--- config.mk ---
export PLATFORM = sky130hd
export DESIGN_NAME = pmi_irq_logic
export DESIGN_NICKNAME = d
export VERILOG_FILES = /design/src/pmi_pkg.sv /design/src/pmi_mdio_frame.sv /design/src/pmi_edet_pulse.sv /design/src/pmi_irq_logic.sv
export SDC_FILE = /design/constraint.sdc
export NUM_CORES = 1
export LEC_CHECK = 0
export BUFFER_PORTS_ARGS = -buffer_cell sky130_fd_sc_hd__buf_4
export CORE_MARGIN = 2
export CORE_UTILIZATION = 50
export DETAILED_ROUTE_END_ITERATION = 16
export GPL_ROUTABILITY_DRIVEN = 0
export HOLD_SLACK_MARGIN = 0.15
export PLACE_DENSITY_LB_ADDON = 0.08
export RECOVER_POWER = 100
export SLEW_MARGIN = 20
export SYNTH_ARGS = -nofsm -noshare
export SYNTH_HDL_FRONTEND = slang
export SYNTH_SLANG_ARGS = --single-unit
--- constraint.sdc ---
create_clock -name core_clk -period 6 [get_ports core_clk]
set_input_delay 0.3 -clock core_clk [delete_from_list [all_inputs] [get_ports core_clk]]
set_output_delay 0.3 -clock core_clk [all_outputs]
set_load 0.05 [all_outputs]
--- src/pmi_pkg.sv ---
package pmi_pkg;

  // Core clock
  localparam int CLK_HZ            = 125_000_000;
  localparam int CLK_PER_MS        = CLK_HZ / 1000;

  // Management clock spacing kept by the station; the edge minimum spans twenty core cycles
  localparam int MDC_MIN_EDGE_NS   = 160;
  localparam int MDC_MIN_CYCLE_NS  = 400;
  localparam int MDC_MIN_EDGE_CYC  = (MDC_MIN_EDGE_NS * CLK_PER_MS) / 1_000_000;

  // Late energy-detect pulse
  localparam int EDET_DELAY_MS     = 1000;
  localparam int EDET_PULSE_MS     = 256;
  localparam int EDET_DELAY_CYC    = EDET_DELAY_MS * CLK_PER_MS;
  localparam int EDET_PULSE_CYC    = EDET_PULSE_MS * CLK_PER_MS;

  // Register indices on the management port
  localparam logic [4:0] REG_STD_LAST   = 5'h06;
  localparam logic [4:0] REG_VND_FIRST  = 5'h10;
  localparam logic [4:0] REG_BASIC_STAT = 5'h01;
  localparam logic [4:0] REG_AN_EXP     = 5'h06;
  localparam logic [4:0] REG_MODE_CTRL  = 5'h11;
  localparam logic [4:0] REG_IRQ_FLAGS  = 5'h1D;
  localparam logic [4:0] REG_IRQ_MASK   = 5'h1E;

  // Field positions
  localparam int SRC_LSB           = 1;
  localparam int SRC_MSB           = 8;
  localparam int MODE_EDET_BIT     = 1;
  localparam int MODE_ALT_BIT      = 6;

  // Source vector index (register bit minus one)
  localparam int SRC_N             = 8;
  localparam int SRC_PAGE          = 0;
  localparam int SRC_PDF           = 1;
  localparam int SRC_ACK           = 2;
  localparam int SRC_LINK_DOWN     = 3;
  localparam int SRC_RFAULT        = 4;
  localparam int SRC_AN_DONE       = 5;
  localparam int SRC_EDET          = 6;
  localparam int SRC_WAKE          = 7;

  // Reset values
  localparam logic [7:0] FLAGS_RST = 8'h40;
  localparam logic [7:0] MASK_RST  = 8'h00;
  localparam logic       ALT_RST   = 1'b0;
  localparam logic [7:0] LEVEL_RST = 8'h40;

  // Management frame codes
  localparam logic [1:0] OP_READ   = 2'h2;
  localparam logic [1:0] OP_WRITE  = 2'h1;

  // Interrupt pin routing
  localparam logic [1:0] ROUTE_TXER = 2'h0;
  localparam logic [1:0] ROUTE_IND1 = 2'h1;
  localparam logic [1:0] ROUTE_IND2 = 2'h2;

  typedef struct packed {
    logic        rd;
    logic        wr;
    logic [4:0]  addr;
    logic [15:0] wdata;
  } pmi_req_s;

  typedef struct packed {
    logic [3:0] wake;
    logic       edet;
    logic       an_done;
    logic       rfault;
    logic       link_up;
    logic       ack;
    logic       pdf;
    logic       page;
    logic       an_restart;
  } pmi_src_s;

  typedef enum logic [2:0] {
    FR_HUNT, FR_START, FR_OP, FR_PHY, FR_REG, FR_TA, FR_RDATA, FR_WDATA
  } pmi_frame_e;

  typedef enum logic [1:0] {
    EP_IDLE, EP_ARMED, EP_WAIT, EP_PULSE
  } pmi_epulse_e;

endpackage

--- src/pmi_mdio_frame.sv ---
`timescale 1ns/1ps
module pmi_mdio_frame
  import pmi_pkg::*;
(
  // Clock and reset
  input  wire logic core_clk,
  input  wire logic nrst,
  // Management pins
  input  wire logic mdc,
  input  wire logic mdio_in,
  output logic      mdio_out,
  output logic      mdio_oe_n,
  // Register side
  input  wire logic [4:0]  phy_addr,
  input  wire logic [15:0] rd_data,
  output pmi_req_s         req
);

  logic       mdc_s1, mdc_s2, mdc_s3;
  logic       mdio_s1, mdio_s2;
  pmi_frame_e state;
  logic [3:0] cnt;
  logic [15:0] sh;
  logic [1:0] op;
  logic       seen_one;
  logic       for_us;

  // MDC is slow against the core clock, so edges are found by oversampling
  wire mdc_rise = mdc_s2 & ~mdc_s3;
  wire bit_in   = mdio_s2;
  wire last4    = (cnt == 4'h4);

  always_ff @(posedge core_clk)
  begin
    if (!nrst)
    begin
      {mdc_s1, mdc_s2, mdc_s3} <= 3'h0;
      {mdio_s1, mdio_s2}       <= 2'h3;
    end
    else
    begin
      {mdc_s1, mdc_s2, mdc_s3} <= {mdc, mdc_s1, mdc_s2};
      {mdio_s1, mdio_s2}       <= {mdio_in, mdio_s1};
    end
  end

  always_ff @(posedge core_clk)
  begin
    if (!nrst)
    begin
      state     <= FR_HUNT;
      cnt       <= 4'h0;
      sh        <= 16'h0000;
      op        <= 2'h0;
      seen_one  <= 1'b0;
      for_us    <= 1'b0;
      req       <= '0;
      mdio_out  <= 1'b1;
      mdio_oe_n <= 1'b1;
    end
    else
    begin
      req.rd <= 1'b0;
      req.wr <= 1'b0;
      if (req.rd)
        sh <= rd_data;
      if (mdc_rise)
      begin
        cnt <= cnt + 4'h1;
        case (state)
          FR_HUNT:
          begin
            seen_one <= bit_in;
            if (seen_one && !bit_in)
              state <= FR_START;
          end
          FR_START:
          begin
            cnt      <= 4'h0;
            seen_one <= 1'b0;
            state    <= bit_in ? FR_OP : FR_HUNT;
          end
          FR_OP:
          begin
            op <= {op[0], bit_in};
            if (cnt[0])
            begin
              cnt   <= 4'h0;
              state <= FR_PHY;
            end
          end
          FR_PHY:
          begin
            sh <= {sh[14:0], bit_in};
            if (last4)
            begin
              cnt    <= 4'h0;
              for_us <= ({sh[3:0], bit_in} == phy_addr);
              state  <= FR_REG;
            end
          end
          FR_REG:
          begin
            sh <= {sh[14:0], bit_in};
            if (last4)
            begin
              cnt      <= 4'h0;
              req.addr <= {sh[3:0], bit_in};
              req.rd   <= for_us && (op == OP_READ);
              state    <= FR_TA;
            end
          end
          FR_TA:
          begin
            if (for_us && op == OP_READ)
            begin
              mdio_oe_n <= 1'b0;
              mdio_out  <= cnt[0] ? sh[15] : 1'b0;
            end
            if (cnt[0])
            begin
              cnt   <= 4'h0;
              state <= (for_us && op == OP_READ) ? FR_RDATA :
                       (for_us && op == OP_WRITE) ? FR_WDATA : FR_HUNT;
            end
          end
          FR_RDATA:
          begin
            sh       <= {sh[14:0], 1'b0};
            mdio_out <= sh[14];
            if (cnt == 4'hF)
            begin
              mdio_oe_n <= 1'b1;
              mdio_out  <= 1'b1;
              state     <= FR_HUNT;
            end
          end
          FR_WDATA:
          begin
            sh <= {sh[14:0], bit_in};
            if (cnt == 4'hF)
            begin
              req.wdata <= {sh[14:0], bit_in};
              req.wr    <= 1'b1;
              state     <= FR_HUNT;
            end
          end
          default:
            state <= FR_HUNT;
        endcase
      end
    end
  end

endmodule

--- src/pmi_edet_pulse.sv ---
`timescale 1ns/1ps
module pmi_edet_pulse
  import pmi_pkg::*;
#(
  parameter int DELAY_CYC = EDET_DELAY_CYC,
  parameter int PULSE_CYC = EDET_PULSE_CYC
)
(
  // Clock and reset
  input  wire logic core_clk,
  input  wire logic nrst,
  // Control
  input  wire logic arm,
  input  wire logic disarm,
  input  wire logic edet_fall,
  output logic      pulse
);

  localparam int CW = $clog2(DELAY_CYC > PULSE_CYC ? DELAY_CYC + 1 : PULSE_CYC + 1);

  pmi_epulse_e   state;
  logic [CW-1:0] cnt;

  wire cnt_done = (cnt == '0);

  always_ff @(posedge core_clk)
  begin
    if (!nrst)
    begin
      state <= EP_IDLE;
      cnt   <= '0;
      pulse <= 1'b0;
    end
    else if (disarm)
    begin
      // Clearing the mask cancels a pending late pulse
      state <= EP_IDLE;
      pulse <= 1'b0;
    end
    else
    begin
      case (state)
        EP_IDLE:
          if (arm)
            state <= EP_ARMED;
        EP_ARMED:
          if (edet_fall)
          begin
            cnt   <= CW'(DELAY_CYC - 1);
            state <= EP_WAIT;
          end
        EP_WAIT:
          if (cnt_done)
          begin
            cnt   <= CW'(PULSE_CYC - 1);
            pulse <= 1'b1;
            state <= EP_PULSE;
          end
          else
            cnt <= cnt - CW'(1);
        EP_PULSE:
          if (cnt_done)
          begin
            pulse <= 1'b0;
            state <= EP_IDLE;
          end
          else
            cnt <= cnt - CW'(1);
        default:
          state <= EP_IDLE;
      endcase
    end
  end

endmodule

--- src/pmi_irq_logic.sv ---
`timescale 1ns/1ps
module pmi_irq_logic
  import pmi_pkg::*;
#(
  parameter int EDET_DELAY = EDET_DELAY_CYC,
  parameter int EDET_PULSE = EDET_PULSE_CYC
)
(
  // Clock and reset
  input  wire logic        core_clk,
  input  wire logic        nrst,
  // Management pins
  input  wire logic        mdc,
  input  wire logic        mdio_in,
  output logic             mdio_out,
  output logic             mdio_oe_n,
  input  wire logic [4:0]  phy_addr,
  // Source conditions
  input  wire pmi_src_s    src,
  // Other management registers
  input  wire logic [15:0] ext_rd_data,
  output logic [4:0]       ext_addr,
  output logic             ext_rd,
  output logic             ext_wr,
  output logic [15:0]      ext_wr_data,
  // Interrupt outputs
  input  wire logic [1:0]  irq_route,
  output logic             irq_out_low,
  output logic             irq_on_txer_low,
  output logic             irq_on_ind1_low,
  output logic             irq_on_ind2_low
);

  function automatic logic reg_mapped(input logic [4:0] a);
    reg_mapped = (a <= REG_STD_LAST) || (a >= REG_VND_FIRST);
  endfunction

  pmi_req_s        req;
  pmi_src_s        src_s1;
  pmi_src_s        src_s2;
  logic [SRC_N-1:0] lvl_q;
  logic            restart_q;
  logic [SRC_N-1:0] flags;
  logic [SRC_N-1:0] mask;
  logic            alt_mode;
  logic            edet_pulse;
  logic [15:0]     rd_data;

  // Source levels, link down as the inverse of link status
  wire [SRC_N-1:0] lvl = {
    |src_s2.wake,
    src_s2.edet,
    src_s2.an_done,
    src_s2.rfault,
    ~src_s2.link_up,
    src_s2.ack,
    src_s2.pdf,
    src_s2.page
  };

  wire [SRC_N-1:0] rise_ev  = lvl & ~lvl_q;
  wire [SRC_N-1:0] fall_ev  = ~lvl & lvl_q;
  wire             restart  = src_s2.an_restart & ~restart_q;
  wire             link_dn  = rise_ev[SRC_LINK_DOWN];

  // Register access decode
  wire rd29 = req.rd && (req.addr == REG_IRQ_FLAGS);
  wire rd1  = req.rd && (req.addr == REG_BASIC_STAT);
  wire rd6  = req.rd && (req.addr == REG_AN_EXP);
  wire wr29 = req.wr && (req.addr == REG_IRQ_FLAGS);
  wire wr30 = req.wr && (req.addr == REG_IRQ_MASK);
  wire wr17 = req.wr && (req.addr == REG_MODE_CTRL);

  wire [SRC_N-1:0] wr_flag_ones = req.wdata[SRC_MSB:SRC_LSB];
  wire [SRC_N-1:0] next_mask    = wr30 ? req.wdata[SRC_MSB:SRC_LSB] : mask;

  // Primary mode release events per source
  wire [SRC_N-1:0] rel_edge = fall_ev & ~(SRC_N'(1) << SRC_LINK_DOWN);
  wire             rel_an   = rd6 | restart | link_dn;
  wire [SRC_N-1:0] rel_extra = {
    1'b0, 1'b0, 1'b0,
    rd1,
    rd1,
    1'b0,
    rel_an,
    rel_an
  };
  wire [SRC_N-1:0] rel_pri = rel_edge | rel_extra | {SRC_N{rd29}};

  // Alternate mode: a written 1 clears only if the source is idle now
  wire [SRC_N-1:0] rel_alt = {SRC_N{wr29}} & wr_flag_ones & ~lvl;

  wire [SRC_N-1:0] clr_ev    = alt_mode ? rel_alt : rel_pri;
  // New event wins against a same-cycle clear
  wire [SRC_N-1:0] next_flags = (flags & ~clr_ev) | rise_ev;

  // Energy detect released while still high arms the late pulse
  wire edet_arm = mask[SRC_EDET] & flags[SRC_EDET] & ~next_flags[SRC_EDET]
                  & lvl[SRC_EDET];
  wire edet_off = ~next_mask[SRC_EDET];

  // Output stays low while any enabled flag is set
  wire irq_req  = |(flags & mask) | edet_pulse;

  // Read data selection
  wire [15:0] flag_word = 16'(flags) << SRC_LSB;
  wire [15:0] mask_word = 16'(mask) << SRC_LSB;
  wire [15:0] mode_word = (ext_rd_data
                           & ~(16'h0001 << MODE_ALT_BIT)
                           & ~(16'h0001 << MODE_EDET_BIT))
                          | (16'(alt_mode) << MODE_ALT_BIT)
                          | (16'(src_s2.edet) << MODE_EDET_BIT);

  always_comb
  begin
    case (req.addr)
      REG_IRQ_FLAGS: rd_data = flag_word;
      REG_IRQ_MASK:  rd_data = mask_word;
      REG_MODE_CTRL: rd_data = mode_word;
      default:       rd_data = reg_mapped(req.addr) ? ext_rd_data : 16'h0000;
    endcase
  end

  pmi_mdio_frame u_frame (
    .core_clk  (core_clk),
    .nrst      (nrst),
    .mdc       (mdc),
    .mdio_in   (mdio_in),
    .mdio_out  (mdio_out),
    .mdio_oe_n (mdio_oe_n),
    .phy_addr  (phy_addr),
    .rd_data   (rd_data),
    .req       (req)
  );

  pmi_edet_pulse #(
    .DELAY_CYC (EDET_DELAY),
    .PULSE_CYC (EDET_PULSE)
  ) u_edet (
    .core_clk  (core_clk),
    .nrst      (nrst),
    .arm       (edet_arm),
    .disarm    (edet_off),
    .edet_fall (fall_ev[SRC_EDET]),
    .pulse     (edet_pulse)
  );

  // Source pins are asynchronous; energy detect starts high during acquisition
  always_ff @(posedge core_clk)
  begin
    if (!nrst)
    begin
      // Link idles up so no false link-down edge follows reset
      src_s1 <= '{edet: 1'b1, link_up: 1'b1, default: 1'b0};
      src_s2 <= '{edet: 1'b1, link_up: 1'b1, default: 1'b0};
    end
    else
    begin
      src_s1 <= src;
      src_s2 <= src_s1;
    end
  end

  always_ff @(posedge core_clk)
  begin
    if (!nrst)
    begin
      lvl_q     <= LEVEL_RST;
      restart_q <= 1'b0;
    end
    else
    begin
      lvl_q     <= lvl;
      restart_q <= src_s2.an_restart;
    end
  end

  always_ff @(posedge core_clk)
  begin
    if (!nrst)
    begin
      flags    <= FLAGS_RST;
      mask     <= MASK_RST;
      alt_mode <= ALT_RST;
    end
    else
    begin
      flags <= next_flags;
      mask  <= next_mask;
      if (wr17)
        alt_mode <= req.wdata[MODE_ALT_BIT];
    end
  end

  // Pass-through access: reads of all mapped registers, writes of all but flags and mask
  always_ff @(posedge core_clk)
  begin
    if (!nrst)
    begin
      ext_addr    <= 5'h00;
      ext_rd      <= 1'b0;
      ext_wr      <= 1'b0;
      ext_wr_data <= 16'h0000;
    end
    else
    begin
      ext_addr    <= req.addr;
      ext_rd      <= req.rd && reg_mapped(req.addr);
      ext_wr      <= req.wr && reg_mapped(req.addr)
                     && (req.addr != REG_IRQ_FLAGS) && (req.addr != REG_IRQ_MASK);
      ext_wr_data <= req.wdata;
    end
  end

  // Unselected pins idle high
  always_ff @(posedge core_clk)
  begin
    if (!nrst)
    begin
      irq_out_low     <= 1'b1;
      irq_on_txer_low <= 1'b1;
      irq_on_ind1_low <= 1'b1;
      irq_on_ind2_low <= 1'b1;
    end
    else
    begin
      irq_out_low     <= ~irq_req;
      irq_on_txer_low <= ~(irq_req && irq_route == ROUTE_TXER);
      irq_on_ind1_low <= ~(irq_req && irq_route == ROUTE_IND1);
      irq_on_ind2_low <= ~(irq_req && irq_route == ROUTE_IND2);
    end
  end

endmodule

==> results.md <==
GRT:
- The via count of the first global-routing pass is 5689.
- The residual overflow from global routing is 0.
- The first global-routing pass estimated 28000 um of wire.
- The number of antenna violations at the first check in global routing is 0.
- The aggregate global-route resource usage is 23.7%.
- The largest net degree at the start of global routing is 68.

Timing:
- The final-report max-slew violation count came to 122.
- Dividing the final minimum period by the clock period gives 59.5%.
- The clock arrives with 6.15 ps of skew.
- The number of hold-slack violations in the final timing report was 0.
- Setup violations remaining at the end of the flow were counted as 0.
- Summed over all failing endpoints, the final setup total negative slack is 0 ps.
- Setup repair after global routing left no endpoint under its margin.
- The slew at the pin closest to its max-slew limit is 2550 ps.
- The highest attainable clock frequency is 280 MHz.
- Measured against its own limit, the worst slew margin works out to -70.3%.
- The clock period could shrink to 3570 ps.

Worst setup path:
- The data required time at the worst endpoint is 6350 ps.
- Tracing the worst setup path back leads to its startpoint at nrst.
- The critical path class is input pin to flip-flop.
- Walking the worst path, the cells encountered are clkbuf_1, clkbuf_1, o21ai_0, a211o_1, o21ai_0.
- The setup slack on the worst flop-to-flop path is 2620 ps.
- The nature of the critical path endpoint is a flip-flop.
- The cell at the slowest stage of the critical path is sky130_fd_sc_hd__clkbuf_1.
- The delay of the slowest cell on the worst path is 1770 ps.
- The launch point of the worst reg-to-reg path is u_edet.cnt[0].
- The number of cells on the worst reg-to-reg path is 8.
- STA classifies the critical path startpoint as an input pin.
- For the worst setup path, the data arrival time is 3920 ps.
- In this run the worst path has a maximum fanout of 67.

Status:
- The final reports fail on capacitance limit, slew limit.
- The flow ran to the end, but the final reports show violations.

Drt:
- After detailed routing, the number of vias per cell comes to 5.65.
- The number of DRC markers after the initial detailed-route iteration is 627.
- After detailed routing, the average wire length per cell comes to 15.7 um.
- After detailed routing, the total wire length is 16800 um.
- After detailed routing, the number of remaining DRC violations is 0.
- Detailed routing inserted a total of 6064 vias.
- The pre-antenna-repair detailed-routing pass consisted of 5 iterations.
- The count of nets left with antenna violations once routing finished came out at 0.

Cells and area:
- Counting the fill cells in the layout gives 1272.
- The post-layout utilization of the core is 59.5%.
- The share of post-route cells with drive strength above 1 is 9.41%.
- The combined flip-flop and latch cell area is 3280 um^2.
- In the final layout, the multi-input gates occupy 3400 um^2.
- The repair_antennas step left the layout with diodes totalling 0.
- The area growth from synthesis to layout is 17.3%.
- The final layout contains 930 nets.

Floorplanning:
- Row generation in the floorplan step produced 43 rows.
- For this configuration, the core starts out at a cell density of 50.7%.
- In this run the count of I/O pins placed on the die edge is 68.
- The die is 122 um tall.
- The core region is 13800 um^2.
- The die covers 14900 um^2.
- In this run the horizontal extent of the chip is 122 um.

Clock tree:
- Counting every sink on the clock net gives 164.
- The number of gates resized after CTS was 0.
- The root cell of the clock tree is sky130_fd_sc_hd__clkbuf_16.
- The clock reaches the later pin of the worst-skew pair after 430 ps.
- The count of H-tree levels built during CTS is 4.
- The CTS tree is yes.
- The post-CTS clock slew at the launch and capture registers of the worst setup and hold paths is 70 ps.
- The maximum clock insertion buffer count is 2.
- The total CTS buffers is 17.

Synthesis:
- In this run, synthesis inferred 0 flip-flops with an integrated enable.
- The commonest cells after synthesis are 164 x sky130_fd_sc_hd__dfxtp_1, 88 x sky130_fd_sc_hd__nand2_1, 80 x sky130_fd_sc_hd__a21oi_1, 55 x sky130_fd_sc_hd__o21ai_0.
- By area the synthesized netlist is led by sky130_fd_sc_hd__dfxtp_1 47%, sky130_fd_sc_hd__a21oi_1 5.7%, sky130_fd_sc_hd__nand2_1 4.7%.
- The sequential-to-total area share from yosys stat is 47.0%.
- The post-synthesis sequential element count is 164.
- After Yosys synthesis, XOR and XNOR cells account for 2.13% of the synthesized area.
- In the synthesized netlist the dominant register cell turns out to be sky130_fd_sc_hd__dfxtp_1.
- The distinct cell type count of the synthesized netlist is 62.
- The most numerous cell in the Yosys netlist is sky130_fd_sc_hd__dfxtp_1.
- After synthesis, the largest family of logic cells by area is simple AND/OR/NAND/NOR gates.
- The area fraction in compound gates after synthesis is 19.0%.
- Counting flops with an async set or reset pin after synthesis yields a share of 0%.
- Of the total synthesized cell area, the portion taken by full adders, half adders and majority gates is 1.79%.
- Of the post-synthesis cell area, the part taken by muxes is 1.43%.
- The share of the synthesized area in the top cell type is 47.0%.
- Each instance of the synthesized netlist takes up on average 8.50 um^2.
- The total nets after synthesis is 871.
- The area of the mapped netlist is 6980 um^2.
- The fraction of the mapped netlist area in simple logic gates is 24.4%.
- The most area-hungry cell type in the Yosys netlist is sky130_fd_sc_hd__dfxtp_1.
- Yosys printed 0 warnings.
- The synthesized instance count is 822.

Worst hold path:
- The hold path startpoint is ext_rd_data[15].
- The worst min-delay path category is input pin to flip-flop.
- Along the worst hold path, the cell count comes to 3.

Power and ir drop:
- The leakage power of the design is 3.12 nW.
- The ratio of total power to cell area is 278 nW/um^2.
- The worst voltage drop across the vdd grid is 0.000228 V.

Placed design:
- The number of buffers added on ports is 67.
- The sum of net half-perimeters after detailed placement is 11500 um.

Run:
- The count of max-cap constraint violations is 2.
## critical path, delay by kind of cell
kind / cells / cell delay, ps
compound gates: 3 / 860
buf+inv: 2 / 2700
## cells in the final DEF, fill, tap and decap left out, types with 10 or more instances in the layout
master,count
sky130_fd_sc_hd__a21oi_1,80
sky130_fd_sc_hd__a22oi_1,10
sky130_fd_sc_hd__and2_0,20
sky130_fd_sc_hd__and2_1,30
sky130_fd_sc_hd__buf_4,37
sky130_fd_sc_hd__clkbuf_1,32
sky130_fd_sc_hd__clkbuf_16,17
sky130_fd_sc_hd__dfxtp_1,164
sky130_fd_sc_hd__dlygate4sd3_1,18
sky130_fd_sc_hd__ha_1,10
sky130_fd_sc_hd__inv_1,26
sky130_fd_sc_hd__mux2i_1,10
sky130_fd_sc_hd__nand2_1,88
sky130_fd_sc_hd__nand2b_1,16
sky130_fd_sc_hd__nand3_1,32
sky130_fd_sc_hd__nor2_1,51
sky130_fd_sc_hd__nor2b_1,15
sky130_fd_sc_hd__nor3_1,17
sky130_fd_sc_hd__nor4_1,12
sky130_fd_sc_hd__o21ai_0,56
sky130_fd_sc_hd__o22ai_1,10
sky130_fd_sc_hd__xor2_1,10
## through the flow
stage	instance area, um^2	setup slack, ps	cells	hold WS, ps	total power [mW]
2_1_floorplan	6980	3550	822	362	1.17
3_3_place_gp	7550	2940	1024	390	1.20
3_5_place_dp	7550	2840	1024	401	1.21
4_1_cts	8320	2820	1073	155	2.30
5_1_grt	8190	1960	1073	170	2.35
6_report	8190	2430	1073	168	2.28
## registers in the layout, indices dropped and copies added, names as in the netlist, 2 cells and up
name / cells
u_frame.op: 2
flags: 8
ext_addr: 5
u_edet.state: 2
u_frame.req: 23
ext_wr_data: 16
u_frame.sh: 16
u_frame.cnt: 4
mask: 8
lvl_q: 8
lvl: 6
src_s2: 6
u_edet.cnt: 27
u_frame.state: 3
src_s1: 12
## report_power, final
part,switching (mW),internal (mW)
combinational,0.0359,0.0394
sequential,0.0102,1.10
clock,0.469,0.623
## routing by layer
metal / GRT usage (%) / share of wire, % / vias to the layer above
met5: 0 / 0 / -
met4: 9.27 / 1.5 / 0
met3: 4.31 / 4.4 / 20
met2: 40.0 / 48 / 165
met1: 29.9 / 46 / 2866
li1: - / - / 3013
## logic make-up (layout without fill, tap and decap cells)
kind of cell    after synthesis  after routing
simple gates                329            329
compound gates              216            216
flops                       164            164
buf+inv                      76            147
xor+xnor                     17             17
fa+ha+maj                    10             10
mux                          10             10
## timing repair
item                       CTS  global route
hold buffers                18             0
setup buffers                0             0
hold endpoints to repair    18             0
setup endpoints to repair    0             0
## final timing paths
path | endpoint
hold / removal | u_frame.sh[15]
setup reg to reg | u_edet.cnt[26]
setup / recovery | flags[0]
hold reg to reg | lvl[6]
## final cells by class
type | instances | area share [%]
Multi-Input combinational cell | 582 | 41.5
Sequential cell | 164 | 40.1
Timing Repair Buffer | 89 | 7.24
Clock buffer | 17 | 5.19
Tap cell | 180 | 2.75
Clock inverter | 14 | 2.02
Inverter | 27 | 1.24
Power figures use the tool's default switching activity.
